--- src/scsc_params.svh ---
// constants for the calibration and state command block
`ifndef SCSC_PARAMS_SVH
`define SCSC_PARAMS_SVH
`define SCSC_CMD_TRK_ON 16'h3fef
`define SCSC_CMD_TRK_OFF 16'h3f6e
`define SCSC_CMD_WEAK_ON 16'h3fc8
`define SCSC_CMD_WEAK_OFF 16'h3f49
`define SCSC_CMD_STRG_ON 16'h3fd5
`define SCSC_CMD_STRG_OFF 16'h3f54
`define SCSC_CMD_SELFTEST 16'h365b
`define SCSC_CMD_PREP 16'h3752
`define SCSC_CMD_STATE 16'he133
`define SCSC_CMD_APPLY 16'h3650
`define SCSC_CMD_OFS_RD 16'h370a
`define SCSC_CMD_OFS_WR 16'h3608
`define SCSC_GC_ADDR 8'h00
`define SCSC_GC_RESET 8'h06
`define SCSC_DEV_ADDR 7'h2a
`define SCSC_CRC_POLY 8'h31
`define SCSC_CRC_INIT 8'hff
`define SCSC_STATE_WORDS 4'ha
`define SCSC_W_TRACK 1
`define SCSC_W_OFS_HI 4
`define SCSC_W_OFS_LO 5
`define SCSC_WEAK_A 9'h09a
`define SCSC_STRG_A 9'h0de
`define SCSC_ONE 9'h100
`define SCSC_REG_CTRL 4'h0
`define SCSC_REG_TEST 4'h1
`define SCSC_REG_LIVE0 4'h2
`define SCSC_CTRL_TRK 0
`define SCSC_CTRL_WEAK 1
`define SCSC_CTRL_STRG 2
`define SCSC_CTRL_BUSY 8
`define SCSC_CTRL_HOLD 9
`define SCSC_CLK_MHZ 100
`define SCSC_ST_TIME_US 30000
`define SCSC_RST_TIME_US 12000
`endif

--- src/scsc_pkg.sv ---
// types for the calibration and state command block
package scsc_pkg;
    typedef enum logic [6:0] {
        SCSC_IDLE = 7'h01,
        SCSC_ADDR = 7'h02,
        SCSC_ACKA = 7'h04,
        SCSC_RXB = 7'h08,
        SCSC_ACKR = 7'h10,
        SCSC_TXB = 7'h20,
        SCSC_ACKT = 7'h40
    } scsc_st_t;
    typedef enum logic [2:0] {
        SCSC_RM_NONE = 3'h1,
        SCSC_RM_TEST = 3'h2,
        SCSC_RM_STATE = 3'h4
    } scsc_rm_t;
    typedef logic [15:0] scsc_word_t;
endpackage : scsc_pkg

--- src/scsc_top.sv ---
// i2c target for calibration, filter, self-test, reset and state commands
`timescale 1ns/10ps
`include "scsc_params.svh"
//
// Function
// - commands 0x3fef/0x3f6e switch offset tracking on/off; off after start-up
// - tracking correction is cleared on power cycle, reset and sleep
// - 0x3fc8/0x3f49 switch weak filter: 0.6 old plus 0.4 new
// - 0x3fd5/0x3f54 switch strong filter: 0.867 old plus 0.133 new
// - filters off at start-up; once on, applied to every later result except the first, which passes through and seeds the history
// - both filters may run together, weak then strong in series
// - filter history is lost on sleep; restart without history
// - 0x365b runs self-test under 30ms; result word plus checksum
// - bits 1:0 memory error, bit 2 supply out of range, 9:3 debug, 15:10 always zero
// - self-test checks memory and supply range, reported in the word
// - general call 0x00 with byte 0x06 triggers a soft reset
// - power-up state within 12ms; no address ack nor commands meanwhile (the 12ms hold follows only the 0x06 soft reset, not RESET)
// - gas model and offset references sit in volatile storage
// - 0x3752 stages the current state; host waits 2 ms
// - read 0xe133 returns ten words each with checksum, 30 bytes
// - write 0xe133 with 30-byte image loads the pending state buffer
// - 0x3650 adopts the pending state; host waits 2 ms
// - image holds gas, tracking flag/offset, offset and compensation inputs
// - 0x370a reads upper 16 offset bits; 0x3608 loads them, lower cleared
// - checksum is crc-8, poly 0x31, init 0xff, no reflection or xor
// - sleep wipes volatile settings exactly like a power cycle
module scsc_top #(
    parameter int ST_CYC = `SCSC_ST_TIME_US * `SCSC_CLK_MHZ,
    parameter int RST_CYC = `SCSC_RST_TIME_US * `SCSC_CLK_MHZ
) (
    input wire logic CLK,
    input wire logic RESET,
    input wire logic SCL_I,
    input wire logic SDA_I,
    output logic SDA_O,
    output logic SDA_OE,
    input wire logic [3:0] AVS_ADDRESS,
    input wire logic AVS_READ,
    input wire logic AVS_WRITE,
    input wire logic [31:0] AVS_WRITEDATA,
    output logic [31:0] AVS_READDATA,
    output logic AVS_WAITREQUEST,
    input wire logic SLEEP_ENTER,
    input wire logic [1:0] MEM_ERR,
    input wire logic VDD_OK,
    input wire logic SAMPLE_VALID,
    input wire logic [15:0] SAMPLE_DATA,
    output logic FILT_VALID,
    output logic [15:0] FILT_DATA,
    output logic TRACK_EN,
    output logic [31:0] OFFSET_WORD
);
    // ------------------------------------------------------------------
    // helpers
    // ------------------------------------------------------------------
    function automatic logic [7:0] crc8(input logic [15:0] d);
        logic [7:0] c;
        c = `SCSC_CRC_INIT;
        for (int i = 15; i >= 0; i--) begin
            if (c[7] ^ d[i]) begin
                c = {c[6:0], 1'b0} ^ `SCSC_CRC_POLY;
            end else begin
                c = {c[6:0], 1'b0};
            end
        end
        return c;
    endfunction : crc8

    function automatic logic [15:0] ema(input logic [15:0] y, input logic [15:0] x,
                                        input logic [8:0] a);
        logic [24:0] s;
        s = 25'(a) * 25'(y) + 25'(`SCSC_ONE - a) * 25'(x) + 25'h0000080;
        return s[23:8];
    endfunction : ema

    // ------------------------------------------------------------------
    // declarations
    // ------------------------------------------------------------------
    scsc_pkg::scsc_st_t st_q;
    scsc_pkg::scsc_rm_t rm_q;
    scsc_pkg::scsc_word_t live_q [0:9];
    scsc_pkg::scsc_word_t stage_q [0:9];
    scsc_pkg::scsc_word_t pend_q [0:9];
    scsc_pkg::scsc_word_t test_q;
    scsc_pkg::scsc_word_t argw_q;
    scsc_pkg::scsc_word_t txw;
    logic scl_m_q, scl_s_q, scl_p_q, sda_m_q, sda_s_q, sda_p_q;
    logic rise, fall, start, stop;
    logic [3:0] bitc_q;
    logic [7:0] sh_q, cmdh_q, tx_q, tx_d;
    logic [15:0] cmd_q;
    logic [5:0] rxn_q;
    logic [3:0] aw_q, tw_q;
    logic [1:0] ap_q, tp_q;
    logic rw_q, gc_q, oe_q;
    logic cmd_go_q, arg_go_q, soft_go_q;
    logic [3:0] arg_idx_q;
    logic crc_ok, addr_ok;
    logic [21:0] st_cnt_q;
    logic [20:0] hold_cnt_q;
    logic st_busy_q, hold_q, clr, wipe;
    logic weak_q, strg_q, h1_q, h2_q;
    logic [15:0] s1, s2, y1_q;
    logic wait_q;
    logic [31:0] rdata_q, rd_mux;
    logic avw;

    assign clr = RESET || soft_go_q;
    assign wipe = clr || SLEEP_ENTER;
    assign SDA_O = 1'b0;
    assign SDA_OE = oe_q;
    assign AVS_WAITREQUEST = wait_q;
    assign AVS_READDATA = rdata_q;
    assign TRACK_EN = live_q[`SCSC_W_TRACK][0];
    assign OFFSET_WORD = {live_q[`SCSC_W_OFS_HI], live_q[`SCSC_W_OFS_LO]};

    // ------------------------------------------------------------------
    // pin synchronisers and bus conditions
    // ------------------------------------------------------------------
    always_ff @(posedge CLK) begin
        if (RESET) begin
            scl_m_q <= 1'b1;
            scl_s_q <= 1'b1;
            scl_p_q <= 1'b1;
            sda_m_q <= 1'b1;
            sda_s_q <= 1'b1;
            sda_p_q <= 1'b1;
        end else begin
            scl_m_q <= SCL_I;
            scl_s_q <= scl_m_q;
            scl_p_q <= scl_s_q;
            sda_m_q <= SDA_I;
            sda_s_q <= sda_m_q;
            sda_p_q <= sda_s_q;
        end
    end

    assign rise = scl_s_q && !scl_p_q;
    assign fall = !scl_s_q && scl_p_q;
    assign start = scl_s_q && scl_p_q && sda_p_q && !sda_s_q;
    assign stop = scl_s_q && scl_p_q && !sda_p_q && sda_s_q;
    assign crc_ok = crc8(argw_q) == sh_q;
    // no ack while reset settles, nor a read header while testing
    assign addr_ok = !hold_q && ((sh_q[7:1] == `SCSC_DEV_ADDR && !(sh_q[0] && st_busy_q))
                     || sh_q == `SCSC_GC_ADDR);

    // ------------------------------------------------------------------
    // transmit byte source
    // ------------------------------------------------------------------
    always_comb begin
        txw = 16'hffff;
        unique case (rm_q)
            scsc_pkg::SCSC_RM_TEST: txw = test_q;
            scsc_pkg::SCSC_RM_STATE: txw = stage_q[tw_q];
            scsc_pkg::SCSC_RM_NONE: txw = live_q[`SCSC_W_OFS_HI];
        endcase
        if (tp_q == 2'h0) begin
            tx_d = txw[15:8];
        end else if (tp_q == 2'h1) begin
            tx_d = txw[7:0];
        end else begin
            tx_d = crc8(txw);
        end
        if (tw_q >= `SCSC_STATE_WORDS || (rm_q != scsc_pkg::SCSC_RM_STATE && tw_q != 4'h0)) begin
            tx_d = 8'hff;
        end
    end

    // ------------------------------------------------------------------
    // i2c target engine
    // ------------------------------------------------------------------
    always_ff @(posedge CLK) begin
        cmd_go_q <= 1'b0;
        arg_go_q <= 1'b0;
        soft_go_q <= 1'b0;
        if (clr) begin
            st_q <= scsc_pkg::SCSC_IDLE;
            bitc_q <= 4'h0;
            sh_q <= 8'h00;
            cmdh_q <= 8'h00;
            cmd_q <= 16'h0000;
            tx_q <= 8'hff;
            rxn_q <= 6'h00;
            aw_q <= 4'h0;
            ap_q <= 2'h0;
            tw_q <= 4'h0;
            tp_q <= 2'h0;
            argw_q <= 16'h0000;
            arg_idx_q <= 4'h0;
            rw_q <= 1'b0;
            gc_q <= 1'b0;
            oe_q <= 1'b0;
        end else if (start) begin
            st_q <= scsc_pkg::SCSC_ADDR;
            bitc_q <= 4'h0;
            oe_q <= 1'b0;
        end else if (stop) begin
            st_q <= scsc_pkg::SCSC_IDLE;
            oe_q <= 1'b0;
        end else begin
            unique case (st_q)
                scsc_pkg::SCSC_IDLE: begin
                    oe_q <= 1'b0;
                end
                scsc_pkg::SCSC_ADDR, scsc_pkg::SCSC_RXB: begin
                    if (rise) begin
                        sh_q <= {sh_q[6:0], sda_s_q};
                        bitc_q <= bitc_q + 4'h1;
                    end else if (fall && bitc_q == 4'h8) begin
                        if (st_q == scsc_pkg::SCSC_ADDR) begin
                            if (addr_ok) begin
                                oe_q <= 1'b1;
                                st_q <= scsc_pkg::SCSC_ACKA;
                                rw_q <= sh_q[0];
                                gc_q <= sh_q == `SCSC_GC_ADDR;
                                rxn_q <= 6'h00;
                                aw_q <= 4'h0;
                                ap_q <= 2'h0;
                                tw_q <= 4'h0;
                                tp_q <= 2'h0;
                            end else begin
                                st_q <= scsc_pkg::SCSC_IDLE;
                            end
                        end else if (gc_q) begin
                            soft_go_q <= sh_q == `SCSC_GC_RESET;
                            oe_q <= 1'b1;
                            st_q <= scsc_pkg::SCSC_ACKR;
                        end else if (rxn_q == 6'h00) begin
                            cmdh_q <= sh_q;
                            rxn_q <= 6'h01;
                            oe_q <= 1'b1;
                            st_q <= scsc_pkg::SCSC_ACKR;
                        end else if (rxn_q == 6'h01) begin
                            cmd_q <= {cmdh_q, sh_q};
                            cmd_go_q <= 1'b1;
                            rxn_q <= 6'h02;
                            oe_q <= 1'b1;
                            st_q <= scsc_pkg::SCSC_ACKR;
                        end else if (ap_q == 2'h0) begin
                            argw_q[15:8] <= sh_q;
                            ap_q <= 2'h1;
                            oe_q <= 1'b1;
                            st_q <= scsc_pkg::SCSC_ACKR;
                        end else if (ap_q == 2'h1) begin
                            argw_q[7:0] <= sh_q;
                            ap_q <= 2'h2;
                            oe_q <= 1'b1;
                            st_q <= scsc_pkg::SCSC_ACKR;
                        end else if (crc_ok && aw_q < `SCSC_STATE_WORDS) begin
                            // word taken only with a good checksum
                            arg_go_q <= 1'b1;
                            arg_idx_q <= aw_q;
                            aw_q <= aw_q + 4'h1;
                            ap_q <= 2'h0;
                            oe_q <= 1'b1;
                            st_q <= scsc_pkg::SCSC_ACKR;
                        end else begin
                            st_q <= scsc_pkg::SCSC_IDLE;
                        end
                    end
                end
                scsc_pkg::SCSC_ACKA, scsc_pkg::SCSC_ACKR: begin
                    if (fall) begin
                        bitc_q <= 4'h0;
                        if (st_q == scsc_pkg::SCSC_ACKA && rw_q) begin
                            tx_q <= tx_d;
                            oe_q <= !tx_d[7];
                            st_q <= scsc_pkg::SCSC_TXB;
                        end else begin
                            oe_q <= 1'b0;
                            st_q <= scsc_pkg::SCSC_RXB;
                        end
                    end
                end
                scsc_pkg::SCSC_TXB: begin
                    if (rise) begin
                        bitc_q <= bitc_q + 4'h1;
                    end else if (fall) begin
                        if (bitc_q == 4'h8) begin
                            oe_q <= 1'b0;
                            st_q <= scsc_pkg::SCSC_ACKT;
                            if (tp_q == 2'h2) begin
                                tp_q <= 2'h0;
                                tw_q <= tw_q + 4'h1;
                            end else begin
                                tp_q <= tp_q + 2'h1;
                            end
                        end else begin
                            oe_q <= !tx_q[3'(4'h7 - bitc_q)];
                        end
                    end
                end
                scsc_pkg::SCSC_ACKT: begin
                    if (rise && sda_s_q) begin
                        st_q <= scsc_pkg::SCSC_IDLE;
                    end else if (fall) begin
                        bitc_q <= 4'h0;
                        tx_q <= tx_d;
                        oe_q <= !tx_d[7];
                        st_q <= scsc_pkg::SCSC_TXB;
                    end
                end
            endcase
        end
    end

    // ------------------------------------------------------------------
    // read source selection
    // ------------------------------------------------------------------
    always_ff @(posedge CLK) begin
        if (clr) begin
            rm_q <= scsc_pkg::SCSC_RM_NONE;
        end else if (cmd_go_q) begin
            if (cmd_q == `SCSC_CMD_SELFTEST) begin
                rm_q <= scsc_pkg::SCSC_RM_TEST;
            end else if (cmd_q == `SCSC_CMD_STATE || cmd_q == `SCSC_CMD_PREP) begin
                rm_q <= scsc_pkg::SCSC_RM_STATE;
            end else begin
                rm_q <= scsc_pkg::SCSC_RM_NONE;
            end
        end
    end

    // ------------------------------------------------------------------
    // soft reset hold and self-test
    // ------------------------------------------------------------------
    always_ff @(posedge CLK) begin
        if (RESET) begin
            hold_q <= 1'b0;
            hold_cnt_q <= 21'h000000;
        end else if (soft_go_q) begin
            hold_q <= 1'b1;
            hold_cnt_q <= 21'h000000;
        end else if (hold_q) begin
            hold_cnt_q <= hold_cnt_q + 21'h000001;
            hold_q <= hold_cnt_q < 21'(RST_CYC - 1);
        end
    end

    always_ff @(posedge CLK) begin
        if (wipe) begin
            st_busy_q <= 1'b0;
            st_cnt_q <= 22'h000000;
            test_q <= 16'h0000;
        end else if (cmd_go_q && cmd_q == `SCSC_CMD_SELFTEST) begin
            st_busy_q <= 1'b1;
            st_cnt_q <= 22'h000000;
        end else if (st_busy_q) begin
            st_cnt_q <= st_cnt_q + 22'h000001;
            if (st_cnt_q >= 22'(ST_CYC - 1)) begin
                st_busy_q <= 1'b0;
                test_q <= {6'h00, 7'h00, !VDD_OK, MEM_ERR};
            end
        end
    end

    // ------------------------------------------------------------------
    // volatile state image
    // ------------------------------------------------------------------
    assign avw = AVS_WRITE && !wait_q;

    always_ff @(posedge CLK) begin
        if (wipe) begin
            for (int i = 0; i < 10; i++) begin
                live_q[i] <= 16'h0000;
            end
        end else if (cmd_go_q && cmd_q == `SCSC_CMD_TRK_ON) begin
            live_q[`SCSC_W_TRACK] <= 16'h0001;
        end else if (cmd_go_q && cmd_q == `SCSC_CMD_TRK_OFF) begin
            live_q[`SCSC_W_TRACK] <= 16'h0000;
        end else if (cmd_go_q && cmd_q == `SCSC_CMD_APPLY) begin
            for (int i = 0; i < 10; i++) begin
                live_q[i] <= pend_q[i];
            end
        end else if (arg_go_q && cmd_q == `SCSC_CMD_OFS_WR && arg_idx_q == 4'h0) begin
            live_q[`SCSC_W_OFS_HI] <= argw_q;
            live_q[`SCSC_W_OFS_LO] <= 16'h0000;
        end else if (avw && AVS_ADDRESS == `SCSC_REG_CTRL) begin
            live_q[`SCSC_W_TRACK] <= {15'h0000, AVS_WRITEDATA[`SCSC_CTRL_TRK]};
        end else if (avw && AVS_ADDRESS >= `SCSC_REG_LIVE0) begin
            live_q[4'(AVS_ADDRESS - `SCSC_REG_LIVE0)] <= AVS_WRITEDATA[15:0];
        end
    end

    always_ff @(posedge CLK) begin
        if (wipe) begin
            for (int i = 0; i < 10; i++) begin
                stage_q[i] <= 16'h0000;
                pend_q[i] <= 16'h0000;
            end
        end else if (cmd_go_q && cmd_q == `SCSC_CMD_PREP) begin
            for (int i = 0; i < 10; i++) begin
                stage_q[i] <= live_q[i];
            end
        end else if (arg_go_q && cmd_q == `SCSC_CMD_STATE) begin
            pend_q[arg_idx_q] <= argw_q;
        end
    end

    // ------------------------------------------------------------------
    // smoothing filters
    // ------------------------------------------------------------------
    always_ff @(posedge CLK) begin
        if (wipe) begin
            weak_q <= 1'b0;
            strg_q <= 1'b0;
        end else if (cmd_go_q && cmd_q == `SCSC_CMD_WEAK_ON) begin
            weak_q <= 1'b1;
        end else if (cmd_go_q && cmd_q == `SCSC_CMD_WEAK_OFF) begin
            weak_q <= 1'b0;
        end else if (cmd_go_q && cmd_q == `SCSC_CMD_STRG_ON) begin
            strg_q <= 1'b1;
        end else if (cmd_go_q && cmd_q == `SCSC_CMD_STRG_OFF) begin
            strg_q <= 1'b0;
        end else if (avw && AVS_ADDRESS == `SCSC_REG_CTRL) begin
            weak_q <= AVS_WRITEDATA[`SCSC_CTRL_WEAK];
            strg_q <= AVS_WRITEDATA[`SCSC_CTRL_STRG];
        end
    end

    // first sample after wipe passes through and seeds the history
    assign s1 = (weak_q && h1_q) ? ema(y1_q, SAMPLE_DATA, `SCSC_WEAK_A) : SAMPLE_DATA;
    assign s2 = (strg_q && h2_q) ? ema(FILT_DATA, s1, `SCSC_STRG_A) : s1;

    always_ff @(posedge CLK) begin
        if (wipe) begin
            h1_q <= 1'b0;
            h2_q <= 1'b0;
            y1_q <= 16'h0000;
            FILT_VALID <= 1'b0;
            FILT_DATA <= 16'h0000;
        end else begin
            FILT_VALID <= SAMPLE_VALID;
            if (SAMPLE_VALID) begin
                h1_q <= weak_q;
                y1_q <= s1;
                h2_q <= strg_q;
                FILT_DATA <= s2;
            end
        end
    end

    // ------------------------------------------------------------------
    // avalon-mm slave
    // ------------------------------------------------------------------
    always_comb begin
        rd_mux = 32'h00000000;
        if (AVS_ADDRESS == `SCSC_REG_CTRL) begin
            rd_mux[`SCSC_CTRL_TRK] = live_q[`SCSC_W_TRACK][0];
            rd_mux[`SCSC_CTRL_WEAK] = weak_q;
            rd_mux[`SCSC_CTRL_STRG] = strg_q;
            rd_mux[`SCSC_CTRL_BUSY] = st_busy_q;
            rd_mux[`SCSC_CTRL_HOLD] = hold_q;
        end else if (AVS_ADDRESS == `SCSC_REG_TEST) begin
            rd_mux = {16'h0000, test_q};
        end else if (AVS_ADDRESS < `SCSC_REG_LIVE0 + `SCSC_STATE_WORDS) begin
            rd_mux = {16'h0000, live_q[4'(AVS_ADDRESS - `SCSC_REG_LIVE0)]};
        end
    end

    always_ff @(posedge CLK) begin
        if (RESET) begin
            wait_q <= 1'b1;
            rdata_q <= 32'h00000000;
        end else if (wait_q && (AVS_READ || AVS_WRITE)) begin
            wait_q <= 1'b0;
            rdata_q <= rd_mux;
        end else begin
            wait_q <= 1'b1;
        end
    end
endmodule : scsc_top

--- config.mk ---
export PLATFORM = sky130hd
export DESIGN_NAME = scsc_top
export DESIGN_NICKNAME = d
export VERILOG_FILES = /design/src/scsc_pkg.sv /design/src/scsc_top.sv
export VERILOG_INCLUDE_DIRS = /design/src
export SDC_FILE = /design/constraint.sdc
export NUM_CORES = 2
export LEC_CHECK = 0
export ABC_AREA = 1
export BUFFER_PORTS_ARGS = -buffer_cell sky130_fd_sc_hd__buf_2
export CORE_MARGIN = 4
export CORE_UTILIZATION = 45
export CTS_CLUSTER_DIAMETER = 200
export CTS_CLUSTER_SIZE = 28
export DETAILED_ROUTE_END_ITERATION = 12
export PLACE_DENSITY = 0.64
export SYNTH_ARGS = -nofsm -noshare
export SYNTH_HDL_FRONTEND = slang
export SYNTH_SLANG_ARGS = --single-unit
--- constraint.sdc ---
create_clock -name CLK -period 28.8 [get_ports CLK]
set_input_delay 2.88 -clock CLK [delete_from_list [all_inputs] [get_ports CLK]]
set_output_delay 2.88 -clock CLK [all_outputs]
set_load 0.02 [all_outputs]
==> metrics.txt <==
critical path's slowest cell fa_1; worst hold path cell count 1; DRT iter0 DRCs 3469; drt drc 0; I/O Buffers 114; H-Tree Depth 1; vias in the first global route 33.7k; setup_tns 0 ns; type of the worst setup path in2reg; TritonRoute pass-1 iters 6; Setup violations, final 0; final WL 131000 um; hold-fix buffers at CTS 0; syn_area_per_cell 8.85 um^2; Max-Cap Viols 0; Final Hold Fails 0; Tmin final 12.02 ns; floorplan core area 98700 um^2; post-route cell area 47700 um^2; WL per Instance 20.5 um; DPL Wire Length 95000 um; first-pass GRT wire length 197000 um; Total Routing Usage GR 24.6%; layout cells sized above 1 4.82%; Mapped Cells 5066; main area contributors after synthesis edfxtp_1 (39%), dfxtp_1 (9.2%), inv_1 (7.6%); pwr/cell area 51.8 nW/um^2; Synth warnings 0; fin crit share 41.7%; RePlAce Congestion 0.907; total congestion overflow 0; CTS Root Cell clkbuf_16; RSZ-0062 raised after global routing no; Post-Layout Cell Count 6409; Worst Path Required 29.36 ns; reg2reg start y1_q[4]; Layout Skew 0.0444 ns; cts bufs inserted 31; critical path capture point type register; cell repeated most along the worst path a21oi_1; fmax 83.2 MHz; Initial Util 45.4%; pin slew with the least headroom to its limit 1.21 ns; clock sinks 782; clock slew at reported path FFs 0.12 ns; Final #Nets 5530; WP data arrival 12.58 ns; Pleak 0.0202 uW; pins over their slew limit 0; Inst Count DP 6350; via count 35.5k; Post-CTS Setup Bufs 0; Die ar. 105000 um^2; Max FO, Critical Path 5; status completed; Horiz. Die Dim 324 um; worst-skew pair later-pin latency 0.69 ns; total power 2470 uW; routed vias/inst 5.54; critical path's largest stage delay 0.54 ns; Yosys reg bits 782; Ports 148; placed cell area 46800 um^2; Hold Startpoint scl_m_q; post-route ant nets 0; most common flop cell mapped by yosys edfxtp_1; Cell variety after synth 59; post-layout util 48.3%; Peak VDD IR 67.6 uV; Crit Reg-Reg Endpoint FILT_DATA[15]; Mapped Area 44900 um^2; largest net degree at the start of global routing 87; # fillers 9415; hold crit path type reg2reg; post_cts resized 0; Area Growth Syn to Fin 6.30%; initial antenna violation count 2; Synth area leader edfxtp_1; num rows 115; Longest Clk Path Bufs 3; worst reg2reg setup slack 18.79 ns; Post-synth EDFFs 576; ys async rst share 0%; Vert. Die Dim 324 um; CP Launch Type primary input; TritonCTS clock tree yes; Slew headroom 18.9%; Hold EP scl_s_q; area share of the largest cell type after synthesis 38.6%; Worst Reg2Reg Path Length in Cells 50; sequential fraction of the synthesis area 47.8%
## routing by layer
layer / wire length (um) / track usage [%]
met4: 6750 / 10.4
met5: 0 / 0
met3: 9810 / 3.23
met1: 53200 / 32.0
met2: 61300 / 41.4
## cells in the mapped netlist, drive strengths merged, types with 32 or more instances
library cell,instances
o22ai,204
nor2,578
edfxtp,576
xor2,85
nor3,74
clkbuf,134
a22oi,32
nand3,244
o21ai,267
buf,48
ha,270
inv,908
nand2,732
dfxtp,206
fa,101
a21oi,319
nand4,49
xnor2,35
## worst max path at each step
stage	start	end	slack (ns)	cells past startpoint
2_1_floorplan	SAMPLE_DATA[1]	FILT_DATA[15]	17.69	50
3_3_place_gp	SAMPLE_DATA[1]	FILT_DATA[15]	16.18	51
3_5_place_dp	SAMPLE_DATA[1]	FILT_DATA[15]	16.12	51
4_1_cts	SAMPLE_DATA[1]	FILT_DATA[15]	16.80	51
5_1_grt	SAMPLE_DATA[1]	FILT_DATA[15]	15.73	51
6_report	SAMPLE_DATA[1]	FILT_DATA[15]	16.78	51
## layout make-up
cell class | count | area [um^2] | area share (%)
Multi-Input combinational cell | 3185 | 19300 | 40.5
Antenna cell | 2 | 5.00 | 0.0105
Sequential cell | 782 | 21400 | 44.9
Timing Repair Buffer | 163 | 938 | 1.97
Tap cell | 1287 | 1610 | 3.38
Clock inverter | 2 | 23.8 | 0.0499
Clock buffer | 55 | 866 | 1.82
Inverter | 933 | 3500 | 7.35
## sequential cells by signal, summed over array words and instances (netlist names), 3 cells and up, named ones only
signal	count
AVS_READDATA	16
FILT_DATA	16
arg_idx_q	4
argw_q	16
aw_q	4
bitc_q	4
cmd_q	16
cmdh_q	8
hold_cnt_q	21
live_q	256
pend_q	160
rm_q	3
sh_q	8
st_cnt_q	22
st_q	7
stage_q	160
test_q	3
tw_q	4
tx_q	8
y1_q	16
## stage by stage
stage	worst slack [ns]	hold WS, ns
after floorplan	17.69	0.389
after global placement	16.18	0.394
after detailed placement	16.12	0.395
after CTS	16.80	0.422
after global routing	15.73	0.431
final	16.78	0.424
## where the power goes
group / internal [uW] / leakage [uW] / switching [uW]
clock: 208 / 0.000424 / 353
sequential: 1240 / 0.00780 / 17.3
combinational: 231 / 0.0120 / 421
total: 1680 / 0.0202 / 791
## critical path: cells and delay by family
kind,cells,cell delay (ns)
simple gates,14,1.55
buf+inv,5,0.33
fa+ha+maj,10,3.67
xor+xnor,2,0.35
compound gates,20,3.77
## logic make-up (layout without fill, tap and decap cells)
logic type	after synthesis	count (layout)	share of synthesized area [%]
compound gates	947	947	12.1
xor+xnor	121	121	2.50
fa+ha+maj	371	371	12.0
buf+inv	1115	1153	9.53
flops	782	782	47.8
other cells	1	19	0.00836
simple gates	1729	1729	16.0
## cell usage in the layout (no fill, tap or decap), types with 22 or more instances in the layout
cell type / count
nor3_1: 73
o22ai_1: 204
nand2_1: 725
nor2_1: 569
nand4_1: 48
nand3_1: 241
dfxtp_1: 205
inv_1: 907
xnor2_1: 35
buf_2: 114
clkinv_1: 23
xor2_1: 80
a22oi_1: 32
o221ai_1: 22
clkbuf_16: 31
ha_1: 270
o211ai_1: 31
edfxtp_1: 576
a21oi_1: 318
clkbuf_1: 24
buf_4: 49
fa_1: 101
o21ai_0: 263
Note: power is estimated with default switching activity, not from simulation.
